<file path="src/shared/disc_pkg.sv">
// Constants, types and register map of the paired-channel discrepancy checker
package disc_pkg;

  // Clock and time base
  localparam int CLK_PERIOD_NS  = 40;
  localparam int MS_NS          = 1000000;
  localparam int MS_TICK_CYCLES = (MS_NS + CLK_PERIOD_NS - 1) / CLK_PERIOD_NS;

  // Self-test duration, counted in millisecond ticks
  localparam int SELFTEST_S  = 3;
  localparam int SELFTEST_MS = SELFTEST_S * 1000;
  localparam int SELFTEST_W  = 12;

  // Discrepancy time window, in milliseconds
  localparam int              DT_W         = 12;
  localparam logic [DT_W-1:0] DTIME_MIN_MS = 12'h064;
  localparam logic [DT_W-1:0] DTIME_MAX_MS = 12'h9C4;
  localparam logic [DT_W-1:0] DTIME_STEP_MS = 12'h00A;
  localparam logic [DT_W-1:0] DTIME_DEF_MS = 12'h064;

  // Wishbone register map (byte addresses)
  localparam int             ADDR_W        = 8;
  localparam logic [7:0]     ADDR_CTRL     = 8'h00;
  localparam logic [7:0]     ADDR_DTIME    = 8'h04;
  localparam logic [7:0]     ADDR_STATUS   = 8'h08;
  localparam logic [7:0]     ADDR_IRQ_STAT = 8'h0C;
  localparam logic [7:0]     ADDR_IRQ_MASK = 8'h10;

  // CTRL fields
  localparam int CTRL_PAIRED_BIT = 0;
  localparam int CTRL_SUPP_LSB   = 1;
  localparam int CTRL_SUPP_MSB   = 2;
  localparam logic CTRL_PAIRED_RST = 1'b1;

  // STATUS fields
  localparam int STAT_CH1_BIT      = 0;
  localparam int STAT_CH2_BIT      = 1;
  localparam int STAT_SAFE_BIT     = 2;
  localparam int STAT_RUN_BIT      = 3;
  localparam int STAT_FAULT_BIT    = 4;
  localparam int STAT_SELFTEST_BIT = 5;

  // Interrupt status / mask layout
  localparam int         IRQ_W            = 1;
  localparam int         IRQ_DISC_ERR_BIT = 0;
  localparam logic [0:0] IRQ_MASK_RST     = 1'h0;

  // Status LEDs
  localparam int NUM_MONO_LEDS    = 3;
  localparam int NUM_BICOLOR_LEDS = 2;

  typedef enum logic [1:0] {
    SUPP_NONE     = 2'b00,
    SUPP_CH1_ZERO = 2'b01,
    SUPP_CH2_ZERO = 2'b10
  } supp_e;

  typedef enum logic [1:0] {
    ST_AGREE  = 2'b00,
    ST_TIMING = 2'b01,
    ST_FAULT  = 2'b10
  } disc_state_e;

  // Mismatch pattern that starts discrepancy timing for a given suppression mode
  function automatic logic trig_pattern(input logic [1:0] supp, input logic a, input logic b);
    logic r;
    r = 1'b0;
    case (supp)
      SUPP_CH1_ZERO: r = a & ~b;
      SUPP_CH2_ZERO: r = b & ~a;
      default:       r = a ^ b;
    endcase
    return r;
  endfunction

endpackage

</file>
<file path="src/shared/disc_if.sv">
// Signals between the register/LED shell and the discrepancy evaluator
`timescale 1ns/10ps
`default_nettype none
interface disc_if;
  import disc_pkg::*;
  logic            ch1;
  logic            ch2;
  logic            tick;
  logic            paired;
  logic [1:0]      supp;
  logic [DT_W-1:0] dtime_ms;
  logic            safe;
  logic            running;
  logic            fault;
  logic            err_pulse;

  modport eval (
    input  ch1, ch2, tick, paired, supp, dtime_ms,
    output safe, running, fault, err_pulse
  );
  modport ctl (
    output ch1, ch2, tick, paired, supp, dtime_ms,
    input  safe, running, fault, err_pulse
  );
endinterface
`default_nettype wire

</file>
<file path="src/verilog/disc_eval.sv">
// Discrepancy evaluator for one channel pair
`timescale 1ns/10ps
`default_nettype none
module disc_eval
  import disc_pkg::*;
(
  input  wire logic clk_i,
  input  wire logic rst_i,
  disc_if.eval      dif
);

  disc_state_e     state_ff;
  logic [DT_W-1:0] cnt_ff;
  logic            safe_ff;
  logic            err_ff;
  logic            trig;
  logic            expire;

  assign trig   = trig_pattern(dif.supp, dif.ch1, dif.ch2);
  assign expire = (cnt_ff + 12'h001) >= dif.dtime_ms;

  always_ff @(posedge clk_i) begin
    if (rst_i) begin
      state_ff <= ST_AGREE;
      cnt_ff   <= '0;
      safe_ff  <= 1'b0;
      err_ff   <= 1'b0;
    end else begin
      err_ff <= 1'b0;
      if (!dif.paired) begin
        // Timing settings only matter in paired mode; single mode is a plain AND
        state_ff <= ST_AGREE;
        cnt_ff   <= '0;
        safe_ff  <= dif.ch1 & dif.ch2;
      end else begin
        unique case (state_ff)
          ST_AGREE: begin
            if (trig) begin
              state_ff <= ST_TIMING;
              cnt_ff   <= '0;
              safe_ff  <= 1'b0;
            end else begin
              // A suppressed mismatch still yields 0 here, never a stale 1
              safe_ff <= dif.ch1 & dif.ch2;
            end
          end
          ST_TIMING: begin
            if (dif.ch1 == dif.ch2) begin
              state_ff <= ST_AGREE;
              safe_ff  <= dif.ch1;
            end else if (dif.tick) begin
              if (expire) begin
                state_ff <= ST_FAULT;
                err_ff   <= 1'b1;
              end else begin
                cnt_ff <= cnt_ff + 12'h001;
              end
            end
          end
          ST_FAULT: begin
            safe_ff <= 1'b0;
            if (!dif.ch1 && !dif.ch2) begin
              state_ff <= ST_AGREE;
            end
          end
          default: begin
            state_ff <= ST_AGREE;
            safe_ff  <= 1'b0;
          end
        endcase
      end
    end
  end

  assign dif.safe      = safe_ff;
  assign dif.running   = (state_ff == ST_TIMING);
  assign dif.fault     = (state_ff == ST_FAULT);
  assign dif.err_pulse = err_ff;
endmodule
`default_nettype wire

</file>
<file path="src/verilog/disc_check.sv">
// Paired-channel discrepancy checker with Wishbone registers, interrupt and LEDs
//
// Summary of operation
// - Suppression mode and discrepancy time act only when the pair is set to paired evaluation.
// - After reset the suppression mode is "no suppression".
// - Without suppression, timing starts as soon as the two sampled channels differ either way.
// - With channel 1 zero suppressed, timing starts only for channel 1 high and channel 2 low.
// - With channel 2 zero suppressed, timing starts only for channel 2 high and channel 1 low.
// - While timing runs the safe input reported to the controller is 0.
// - A mismatch still present when the time expires sets a discrepancy error and an interrupt.
// - Discrepancy time accepts 100 ms to 2500 ms in 10 ms steps, default 100 ms.
// - After the first startup every status LED is lit for 3 s, two-colour LEDs yellow.
// - After a discrepancy error the input stays 0 until both channels have been seen at 0.
// - In single evaluation an ON result is forwarded only while both inputs are ON.
//
// Chosen here: register access over Wishbone and the placing of the registers.
`timescale 1ns/10ps
`default_nettype none
module disc_check
  import disc_pkg::*;
#(
  parameter int TICK_CYCLES = MS_TICK_CYCLES
) (
  input  wire logic                        clk_i,
  input  wire logic                        rst_i,
  input  wire logic [ADDR_W-1:0]           wb_adr_i,
  input  wire logic [31:0]                 wb_dat_i,
  input  wire logic [3:0]                  wb_sel_i,
  input  wire logic                        wb_we_i,
  input  wire logic                        wb_cyc_i,
  input  wire logic                        wb_stb_i,
  output logic      [31:0]                 wb_dat_o,
  output logic                             wb_ack_o,
  input  wire logic                        ch1_i,
  input  wire logic                        ch2_i,
  output logic                             safe_in_o,
  output logic                             irq_o,
  output logic      [NUM_MONO_LEDS-1:0]    led_mono_o,
  output logic      [NUM_BICOLOR_LEDS-1:0] led_red_o,
  output logic      [NUM_BICOLOR_LEDS-1:0] led_green_o
);

  localparam int TICK_W = $clog2(TICK_CYCLES + 1);

  disc_if dif ();

  // Input synchronisers; both channels move through the same stages together
  logic [1:0]            meta_ff;
  logic [1:0]            sync_ff;
  // Time base
  logic [TICK_W-1:0]     tdiv_ff;
  logic                  tick_ff;
  // Registers
  logic                  paired_ff;
  logic [1:0]            supp_ff;
  logic [DT_W-1:0]       dtime_ff;
  logic [IRQ_W-1:0]      irq_stat_ff;
  logic [IRQ_W-1:0]      irq_mask_ff;
  logic                  ack_ff;
  logic [31:0]           rdata_ff;
  // Self-test
  logic                  selftest_ff;
  logic [SELFTEST_W-1:0] st_cnt_ff;
  // Registered outputs
  logic                  safe_ff;
  logic                  irq_ff;
  logic [NUM_MONO_LEDS-1:0]    mono_ff;
  logic [NUM_BICOLOR_LEDS-1:0] red_ff;
  logic [NUM_BICOLOR_LEDS-1:0] green_ff;

  logic                  wb_req;
  logic                  wr_en;
  logic [DT_W-1:0]       wr_dtime;
  logic                  dtime_ok;
  logic [31:0]           nxt_rdata;

  always_ff @(posedge clk_i) begin
    if (rst_i) begin
      meta_ff <= 2'h0;
      sync_ff <= 2'h0;
    end else begin
      meta_ff <= {ch2_i, ch1_i};
      sync_ff <= meta_ff;
    end
  end

  always_ff @(posedge clk_i) begin
    if (rst_i) begin
      tdiv_ff <= '0;
      tick_ff <= 1'b0;
    end else if (tdiv_ff == TICK_W'(TICK_CYCLES - 1)) begin
      tdiv_ff <= '0;
      tick_ff <= 1'b1;
    end else begin
      tdiv_ff <= tdiv_ff + TICK_W'(1);
      tick_ff <= 1'b0;
    end
  end

  assign dif.ch1      = sync_ff[0];
  assign dif.ch2      = sync_ff[1];
  assign dif.tick     = tick_ff;
  assign dif.paired   = paired_ff;
  assign dif.supp     = supp_ff;
  assign dif.dtime_ms = dtime_ff;

  disc_eval u_eval (
    .clk_i (clk_i),
    .rst_i (rst_i),
    .dif   (dif)
  );

  // Wishbone classic slave: one wait state, writes land on the request's first edge
  assign wb_req   = wb_cyc_i & wb_stb_i & ~ack_ff;
  assign wr_en    = wb_req & wb_we_i;
  assign wr_dtime = wb_dat_i[DT_W-1:0];
  // Out-of-range or off-step values are dropped so the window is always legal
  assign dtime_ok = (wr_dtime >= DTIME_MIN_MS) && (wr_dtime <= DTIME_MAX_MS)
                    && ((wr_dtime % DTIME_STEP_MS) == 12'h000);

  always_ff @(posedge clk_i) begin
    if (rst_i) begin
      ack_ff <= 1'b0;
    end else begin
      ack_ff <= wb_req;
    end
  end

  always_ff @(posedge clk_i) begin
    if (rst_i) begin
      paired_ff <= CTRL_PAIRED_RST;
      supp_ff   <= SUPP_NONE;
    end else if (wr_en && wb_adr_i == ADDR_CTRL && wb_sel_i[0]) begin
      paired_ff <= wb_dat_i[CTRL_PAIRED_BIT];
      supp_ff   <= wb_dat_i[CTRL_SUPP_MSB:CTRL_SUPP_LSB];
    end
  end

  always_ff @(posedge clk_i) begin
    if (rst_i) begin
      dtime_ff <= DTIME_DEF_MS;
    end else if (wr_en && wb_adr_i == ADDR_DTIME && (&wb_sel_i[1:0]) && dtime_ok) begin
      dtime_ff <= wr_dtime;
    end
  end

  always_ff @(posedge clk_i) begin
    if (rst_i) begin
      irq_mask_ff <= IRQ_MASK_RST;
    end else if (wr_en && wb_adr_i == ADDR_IRQ_MASK && wb_sel_i[0]) begin
      irq_mask_ff <= wb_dat_i[IRQ_W-1:0];
    end
  end

  // Sticky status: a new error in the clearing cycle wins over the clear
  always_ff @(posedge clk_i) begin
    if (rst_i) begin
      irq_stat_ff <= '0;
    end else begin
      if (wr_en && wb_adr_i == ADDR_IRQ_STAT && wb_sel_i[0]) begin
        irq_stat_ff <= irq_stat_ff & ~wb_dat_i[IRQ_W-1:0];
      end
      if (dif.err_pulse) begin
        irq_stat_ff[IRQ_DISC_ERR_BIT] <= 1'b1;
      end
    end
  end

  always_comb begin
    nxt_rdata = 32'h0000_0000;
    unique case (wb_adr_i)
      ADDR_CTRL: begin
        nxt_rdata[CTRL_PAIRED_BIT]               = paired_ff;
        nxt_rdata[CTRL_SUPP_MSB:CTRL_SUPP_LSB]   = supp_ff;
      end
      ADDR_DTIME: begin
        nxt_rdata[DT_W-1:0] = dtime_ff;
      end
      ADDR_STATUS: begin
        nxt_rdata[STAT_CH1_BIT]      = sync_ff[0];
        nxt_rdata[STAT_CH2_BIT]      = sync_ff[1];
        nxt_rdata[STAT_SAFE_BIT]     = safe_ff;
        nxt_rdata[STAT_RUN_BIT]      = dif.running;
        nxt_rdata[STAT_FAULT_BIT]    = dif.fault;
        nxt_rdata[STAT_SELFTEST_BIT] = selftest_ff;
      end
      ADDR_IRQ_STAT: begin
        nxt_rdata[IRQ_W-1:0] = irq_stat_ff;
      end
      ADDR_IRQ_MASK: begin
        nxt_rdata[IRQ_W-1:0] = irq_mask_ff;
      end
      default: begin
        nxt_rdata = 32'h0000_0000;
      end
    endcase
  end

  always_ff @(posedge clk_i) begin
    if (rst_i) begin
      rdata_ff <= 32'h0000_0000;
    end else if (wb_req) begin
      rdata_ff <= nxt_rdata;
    end
  end

  // Self-test runs once after reset; it does not delay evaluation of the inputs
  always_ff @(posedge clk_i) begin
    if (rst_i) begin
      selftest_ff <= 1'b1;
      st_cnt_ff   <= '0;
    end else if (selftest_ff && tick_ff) begin
      if (st_cnt_ff == SELFTEST_W'(SELFTEST_MS - 1)) begin
        selftest_ff <= 1'b0;
      end else begin
        st_cnt_ff <= st_cnt_ff + SELFTEST_W'(1);
      end
    end
  end

  always_ff @(posedge clk_i) begin
    if (rst_i) begin
      safe_ff  <= 1'b0;
      irq_ff   <= 1'b0;
      mono_ff  <= '0;
      red_ff   <= '0;
      green_ff <= '0;
    end else begin
      safe_ff <= dif.safe;
      irq_ff  <= |(irq_stat_ff & irq_mask_ff);
      if (selftest_ff) begin
        mono_ff  <= '1;
        red_ff   <= '1;
        green_ff <= '1;
      end else begin
        mono_ff  <= {dif.fault, dif.running, dif.safe};
        red_ff   <= {|irq_stat_ff, dif.fault};
        green_ff <= {~|irq_stat_ff, ~dif.fault};
      end
    end
  end

  assign wb_ack_o    = ack_ff;
  assign wb_dat_o    = rdata_ff;
  assign safe_in_o   = safe_ff;
  assign irq_o       = irq_ff;
  assign led_mono_o  = mono_ff;
  assign led_red_o   = red_ff;
  assign led_green_o = green_ff;
endmodule
`default_nettype wire

</file>
<file path="config.mk">
export PLATFORM = sky130hd
export DESIGN_NAME = disc_check
export DESIGN_NICKNAME = d
export VERILOG_FILES = /design/src/shared/disc_pkg.sv /design/src/shared/disc_if.sv /design/src/verilog/disc_eval.sv /design/src/verilog/disc_check.sv
export SDC_FILE = /design/constraint.sdc
export NUM_CORES = 1
export LEC_CHECK = 0
export ABC_AREA = 1
export ABC_CLOCK_PERIOD_IN_PS = 4510
export BUFFER_PORTS_ARGS = -buffer_cell sky130_fd_sc_hd__buf_2
export CORE_UTILIZATION = 40
export DETAILED_ROUTE_END_ITERATION = 10
export GPL_TIMING_DRIVEN = 0
export HOLD_SLACK_MARGIN = 0.03
export PLACE_DENSITY = 0.64
export SYNTH_ARGS = -nofsm -noshare
export SYNTH_HDL_FRONTEND = slang
export SYNTH_HIERARCHICAL = 1
export SYNTH_SLANG_ARGS = --single-unit
</file>
<file path="constraint.sdc">
create_clock -name clk_i -period 4.51 [get_ports clk_i]
set_input_delay 0.902 -clock clk_i [delete_from_list [all_inputs] [get_ports clk_i]]
set_output_delay 0.902 -clock clk_i [all_outputs]
set_load 0.05 [all_outputs]
</file>
==> metrics.md, run 1 <==
| Metric | Value |
|---|---|
| Post-synthesis sequential area ratio | `32.2%` |
| Clk Latency, worst-skew pair | `0.34 ns` |
| GR Overflow Total | `0` |
| F_max | `0.258 GHz` |
| Top cells by area, synth | `dfxtp_1 (32%), nand2_1 (12%), nand3_1 (8.2%)` |
| Slew @ Worst Pin | `0.942 ns` |
| Vias per cell | `4.75` |
| Largest net degree at the start of global routing | `15` |
| Final Hold Vio Count | `0` |
| Detailed placer's ending HPWL | `9650 microns` |
| Wirelength, routed | `12400 microns` |
| WS Path Type | `in2reg` |
| Top post-synthesis cells by count | `nand2_1 (167), inv_1 (102), nand3_1 (89)` |
| Top FF cell, synth | `dfxtp_1` |
| Ratio of total power to cell area | `430 nW/um^2` |
| GRT Total Usage | `18.7%` |
| Synthesized netlist cell count | `799` |
| Number of flops mapped to enable cells by yosys | `0` |
| Post-CTS Setup Inserts | `0` |
| Tcrit/Tclk final | `86.0%` |
| P&R area growth vs syn | `16.0%` |
| Core ar. | `13200 sq um` |
| Vias | `5030` |
| Synth Register Bits | `87` |
| I/O pin cnt | `93` |
| TritonCTS clock tree | `yes` |
| Hold Path Class | `reg2reg` |
| Final nets | `952` |
| Crit path DAT | `4.09 ns` |
| CP peak stage delay | `0.23 ns` |
| # port buffers | `50` |
| Reg2reg path depth | `19` |
| Clock root buffer | `clkbuf_16` |
| Crit path launch type | `input port` |
| Num CTS Buffers | `9` |
| RSZ-0062 raised after global routing | `false` |
| Post-route ant nets | `0` |
| Post-route setup TNS | `0 ns` |
| Lkg Pwr | `0.00298 uW` |
| Rel. slew slack | `36.6%` |
| Cell mode on critical path | `nand2_2` |
| Crit. End Element | `register` |
| Yosys warns | `6` |
| Cts hold-fix bufs | `0` |
| Die Wd | `118 microns` |
| Final min period | `3.88 ns` |
| Top-count cell post-synth | `nand2_1` |
| Gpl congestion | `0.816` |
| Pre-Repair DR Iteration Count | `7` |
| DRT iter0 DRCs | `334` |
| Initial core utilization | `41.0%` |
| Worst hold margin | `0.405 ns` |
| Number of antenna violations at the first check in global routing | `0` |
| First-pass GRT wire length | `21300 microns` |
| Die height | `118 microns` |
| Dominant cell type by area after synthesis | `dfxtp_1` |
| Post-synth cell types | `46` |
| Antenna Cells | `0` |
| Mapped cell area | `5410 sq um` |
| Die Area | `14000 sq um` |
| Worst VDD drop | `0.215 mV` |
| Layout Skew | `0.00603 ns` |
| Critical path required time | `4.73 ns` |
| Syn avg cell area | `6.76 sq um` |
| Post-synth top area share | `32.2%` |
| Slew Viols, Final | `0` |
| Worst Hold Depth | `2` |
| CP max stage cell | `nor2_1` |
| Util after Layout | `47.5%` |
| CP max FO | `10` |
| Vias in the first global route | `4535` |
| Worst-case clock buffer depth | `2` |
| Clk sink count | `87` |
| Number of H-tree levels | `3` |
| Asr flop ratio synth | `0%` |
| Post-route DRC | `0` |
| Outcome | `completed` |
| FP Rows | `42` |
| Fraction of layout cells with a size suffix above 1 | `19.5%` |
| Wire length per cell | `11.7 microns` |
| Max-Cap Viols | `0` |
| Resized cells post-CTS | `0` |
| Clock-pin transition on the worst setup and hold timing paths | `0.06 ns` |
| Finish-stage setup viols | `0` |
[cell type report]
class,count,area [sq um]
Multi-Input combinational cell,570,3000
Clock buffer,11,243
Tap cell,176,220
Fill cell,1402,6920
Timing Repair Buffer,50,250
Buffer,40,283
Clock inverter,5,81.3
Sequential cell,87,1740
Inverter,121,454
[state kept, by name, summed over array words and instances, names as in the netlist, 2 cells and up]
signal and cells:
meta_ff 2, st_cnt_ff 12, u_eval/state_ff 2, tdiv_ff 15
u_eval/cnt_ff 12, led_green_o 2, sync_ff 2, led_red_o 2
dif.dtime_ms 12, wb_dat_o 12, dif.supp 2, led_mono_o 2
[logic make-up after synthesis]
family          synth area share (%)
fa+ha+maj                       5.09
xor+xnor                        1.76
compound gates                  10.8
buf+inv                         13.6
flops                           32.2
other cells                   0.0694
simple gates                    36.4
[cell usage in the layout (no fill, tap or decap), drive strengths merged, types with 2 or more instances in the layout]
cell,netlist,routed
inv,117,117
o21bai,3,3
nor3,20,20
clkbuf,7,18
nor3b,6,6
bufinv,0,2
nor4,7,7
a221oi,2,2
nand3,94,94
buf,33,83
xor2,9,9
o211ai,3,3
a21oi,59,59
and2,2,2
dfxtp,87,87
conb,1,20
clkinv,4,6
ha,22,22
nor2,78,78
o221ai,3,3
o21ai,26,26
nand2,198,198
o21a,2,2
nand4,6,6
[metal layers]
| layer | part of all wire [%] | routed length [microns] | GRT usage, % | vias to the layer above |
|---|---|---|---|---|
| li1 | - | - | - | 2694 |
| met4 | 1.4 | 176 | 5.69 | 0 |
| met3 | 2.6 | 326 | 2.99 | 12 |
| met2 | 47 | 5790 | 31.3 | 59 |
| met1 | 49 | 6110 | 24.7 | 2265 |
| met5 | 0 | 0 | 0 | - |
[worst paths after layout]
kind / start / to / slack, ns
worst max-delay path: wb_dat_i[9] / dif.dtime_ms[6]$_SDFFE_PP1P_ / 0.63
worst min-delay path: meta_ff[0]$_SDFF_PP0_ / sync_ff[0]$_SDFF_PP0_ / 0.40
worst max register to register: u_eval/cnt_ff[0]$_SDFFE_PP0P_ / u_eval/cnt_ff[8]$_SDFFE_PP0P_ / 1.59
worst min register to register: meta_ff[0]$_SDFF_PP0_ / sync_ff[0]$_SDFF_PP0_ / 0.40
[per-stage QoR]
stage / instances / total power, uW / instance area [sq um] / worst slack, ns
2_1_floorplan: 818 / 1710 / 5480 / 0.831
3_3_place_gp: 1044 / 1890 / 5950 / 0.305
3_5_place_dp: 1044 / 1900 / 5950 / 0.283
4_1_cts: 1060 / 2720 / 6270 / 0.633
5_1_grt: 1060 / 2900 / 6270 / 0.193
6_report: 1060 / 2700 / 6270 / 0.633
[report_power, final]
group          internal, uW  switching, uW  total [uW]  leakage (uW)
Sequential              832           62.2         894      0.000709
Combinational           357            641         999       0.00211
Clock                   501            306         806      0.000156
Total                  1690           1010        2700       0.00298
[critical path: cells and delay by family]
kind                   cells  cell delay, ns
buffers and inverters      4            0.42
and+or+nand+nor           32            2.77
(Power assumes the default switching activity.)
==> run 2, diff against run 1 <==
--- a/config.mk
+++ b/config.mk
@@ -5,7 +5,7 @@
 export SDC_FILE = /design/constraint.sdc
 export NUM_CORES = 1
 export LEC_CHECK = 0
-export ABC_AREA = 1
+export ABC_AREA = 0
 export ABC_CLOCK_PERIOD_IN_PS = 4510
 export BUFFER_PORTS_ARGS = -buffer_cell sky130_fd_sc_hd__buf_2
 export CORE_UTILIZATION = 40
==> metrics.md, run 2 <==
| Metric | Value |
|---|---|
| Top cells by area, synth | `dfxtp_1 (29%), nor2_1 (5.4%), ha_1 (4.6%)` |
| Hold Path Class | `reg2reg` |
| Die height | `125 microns (+5.7%)` |
| Sequential share of power | `40.0% (+6.9 points)` |
| Vias | `5714 (+14%)` |
| Post-route DRC | `20 (+20)` |
| RSZ-0062 raised after global routing | `false` |
| Fraction of layout cells with a size suffix above 1 | `19.0% (-0.50 points)` |
| Top FF cell, synth | `dfxtp_1` |
| P&R area growth vs syn | `14.2%` |
| Critical path required time | `4.72 ns (about the same)` |
| Clk Latency, worst-skew pair | `0.34 ns (about the same)` |
| Number of flops mapped to enable cells by yosys | `0 (unchanged)` |
| Cell Chain, Critical Path | `buf_2 -> buf_4 -> nor2b_1 -> nand2_1 -> o2bb2ai_2 -> o21ai_0 -> a31oi_1 -> o221ai_2 -> or2_1 -> o311a_1 -> and4bb_2 -> o22a_1 -> buf_6 -> o22ai_1` |
| Combinational power share | `21.2% (-16 points)` |
| Outcome | `finished with violations` |
| Met2 GRT Util | `32.4% (+1.1 points)` |
| Routing usage on met3 | `3.98% (+0.99 points)` |
| Dominant cell type by area after synthesis | `dfxtp_1` |
| Layout Skew | `0.00838 ns (+0.00235 ns)` |
| Post-synth top area share | `28.8% (-3.4 points)` |
| CP max FO | `10 (unchanged)` |
| FP Rows | `44 (+4.8%)` |
| Crit path DAT | `4.09 ns (about the same)` |
| Resized cells post-CTS | `0 (unchanged)` |
| Final Non-Filler Cells | `1015 (-4.2%)` |
| I/O pin cnt | `93 (unchanged)` |
| Final nets | `897 (-5.8%)` |
| GR peak layer | `met2` |
| Clock share of power | `38.7% (+8.8 points)` |
| WS Path Type | `in2reg` |
| Post-CTS Setup Inserts | `0 (unchanged)` |
| Final min period | `3.89 ns (+0.00935 ns)` |
| Clk sink count | `87 (unchanged)` |
| Failing checks | `design-rule violations` |
| Num CTS Buffers | `9 (unchanged)` |
| Clock root buffer | `clkbuf_16` |
| Top Family by Delay on Critical Path | `compound AO/OA/AOI/OAI gates` |
| Ratio of total power to cell area | `285 nW/um^2 (-34%)` |
| Top post-synthesis cells by count | `dfxtp_1 (87), nor2_1 (87), nand2_1 (48)` |
| Commonest non-fill, non-tap cells in the layout | `nor2_1 (87), dfxtp_1 (87), buf_2 (61)` |
| Slew @ Worst Pin | `0.947 ns (+0.00444 ns)` |
| Post-route setup TNS | `0 ns (unchanged)` |
| Max reg flops | `15 (unchanged)` |
| Number of antenna violations at the first check in global routing | `4 (+4)` |
| Vias per cell | `5.63 (+19%)` |
| # port buffers | `48 (-4.0%)` |
| Worst-case clock buffer depth | `2 (unchanged)` |
| Inst Count DP | `997 (-4.5%)` |
| Switching fraction of total power | `29.7% (-7.7 points)` |
| Post-synth cell types | `104 (+130%)` |
| GRT Total Usage | `20.6% (+1.8 points)` |
| Post-route ant nets | `0 (unchanged)` |
| Max-Cap Viols | `0 (unchanged)` |
| Wirelength, routed | `15900 microns (+28%)` |
| Met1 Usage GRT | `27.9% (+3.2 points)` |
| Lkg Pwr | `0.00274 uW (-8.0%)` |
| F_max | `0.257 GHz (-0.24%)` |
| Finish-stage setup viols | `0 (unchanged)` |
| Switching power | `585 uW (-42%)` |
| Pre-Repair DR Iteration Count | `8 (+1)` |
| Mapped cell area | `6050 sq um (+12%)` |
| GR Overflow Total | `0 (unchanged)` |
| Slew Viols, Final | `0 (unchanged)` |
| First-pass GRT wire length | `26200 microns (+23%)` |
| DRT iter0 DRCs | `476 (+43%)` |
| Asr flop ratio synth | `0% (unchanged)` |
| Buf/Inv on CP | `3 (-1)` |
| CP max stage cell | `o2bb2ai_2` |
| Detailed placer's ending HPWL | `11900 microns (+24%)` |
| Flop2flop setup slack | `1.30 ns (-0.29 ns)` |
| Gpl congestion | `0.926 (+13%)` |
| Final Hold Vio Count | `0 (unchanged)` |
| Syn avg cell area | `8.11 sq um (+20%)` |
| Die Wd | `125 microns (+5.7%)` |
| Wire length per cell | `15.7 microns (+34%)` |
| Vias in the first global route | `5218 (+15%)` |
| Synthesized netlist cell count | `746 (-6.6%)` |
| TritonCTS clock tree | `yes` |
| Clock-pin transition on the worst setup and hold timing paths | `0.06 ns (about the same)` |
| Post-synthesis sequential area ratio | `28.8% (-3.4 points)` |
| Tcrit/Tclk final | `86.2% (+0.21 points)` |
| Number of H-tree levels | `3 (unchanged)` |
| Rel. slew slack | `36.4% (-0.20 points)` |
| Internal Power | `1380 uW (-18%)` |
| Core ar. | `14600 sq um (+11%)` |
| Biggest register | `tdiv_ff` |
| Crit path launch type | `input port` |
| Yosys warns | `6 (unchanged)` |
| Largest net degree at the start of global routing | `15 (unchanged)` |
| Die Area | `15600 sq um (+12%)` |
| CP peak stage delay | `0.43 ns (+0.20 ns)` |
| Cts hold-fix bufs | `0 (unchanged)` |
| Initial core utilization | `41.3% (+0.31 points)` |
| Crit. End Element | `register` |
| Worst VDD drop | `0.158 mV (-27%)` |
| Synth Register Bits | `87 (unchanged)` |
| Util after Layout | `47.1% (-0.40 points)` |
==> run 2: cell types whose count changed after synthesis, moves of 10 or more <==
cell / delta
nand3_1: -52
nand2_2: -24
a21oi_1: -13
nor2_1: +23
xnor2_1: +16
inv_1: -65
inv_2: -14
or3_1: +10
nor2_2: -12
nor2b_1: +11
a211oi_1: +11
nand2_1: -119
o22ai_1: +11
==> run 2: cells by family after synthesis <==
group / count (synthesis) / share of synthesized area [%]
AOI/OAI and AO/OA: 196 / 24.8
buffers and inverters: 103 / 8.96
DFF: 87 / 28.8
muxes: 11 / 1.92
adders and majority gates: 22 / 4.55
other: 1 / 0.0620
and+or+nand+nor: 292 / 25.5
xor gates and xnor gates: 34 / 5.36
==> run 2: per-layer routing <==
layer | vias to the layer above | wire length [microns]
met1 | 2659 | 7470
met5 | - | 10
met4 | 2 | 298
met3 | 27 | 1110
li1 | 2823 | -
met2 | 203 | 7000
==> run 2: final timing paths <==
check                                                      from  depth (start not counted)                             to
worst max-delay path                                wb_dat_i[8]                         14   dif.dtime_ms[9]$_SDFFE_PP0P_
worst min-delay path            u_eval/dif.err_pulse$_SDFF_PP0_                          2       irq_stat_ff$_SDFFE_PP0P_
worst max register to register    u_eval/cnt_ff[0]$_SDFFE_PP0P_                         14  u_eval/cnt_ff[1]$_SDFFE_PP0P_
worst min register to register  u_eval/dif.err_pulse$_SDFF_PP0_                          2       irq_stat_ff$_SDFFE_PP0P_
==> run 2: power by group through the flow <==
stage	Sequential, uW	Combinational, uW	Clock [uW]
floorplan	826	299	0
global placement	804	410	0
detailed placement	804	410	0
CTS	787	412	775
global route	788	447	809
finish	787	418	762
==> run 2: layout make-up <==
class | count | area, sq um
clock inverter | 4 | 55.1
fill | 1459 | 7740
inverter | 41 | 154
multi-input combinational | 575 | 3830
buffer | 62 | 388
tap | 184 | 230
antenna | 3 | 7.51
sequential | 87 | 1740
clock buffer | 11 | 253
timing repair buffer | 48 | 240
==> run 2: worst register-to-register path, stage by stage (launching register included) <==
cell and delay, ns:
dfxtp_1 0.43, ha_1 0.25, nand3_1 0.17, nor2_1 0.19
nand3_1 0.11, xnor2_1 0.16, ha_1 0.30, nand2_1 0.04
o21ai_0 0.47, nor2_1 0.17, o21ai_2 0.15, buf_6 0.18
buf_2 0.24, nand3_1 0.11, a21oi_1 0.17
==> run 2: through the flow <==
step | hold slack, ns | setup WS [ns] | total power (uW) | cell area [sq um]
3_5_place_dp | 0.421 | 0.342 | 1210 | 6590
4_1_cts | 0.428 | 0.680 | 1970 | 6900
5_1_grt | 0.441 | 0.470 | 2040 | 6900
2_1_floorplan | 0.411 | 0.916 | 1130 | 6120
3_3_place_gp | 0.418 | 0.338 | 1210 | 6590
6_report | 0.430 | 0.624 | 1970 | 6900
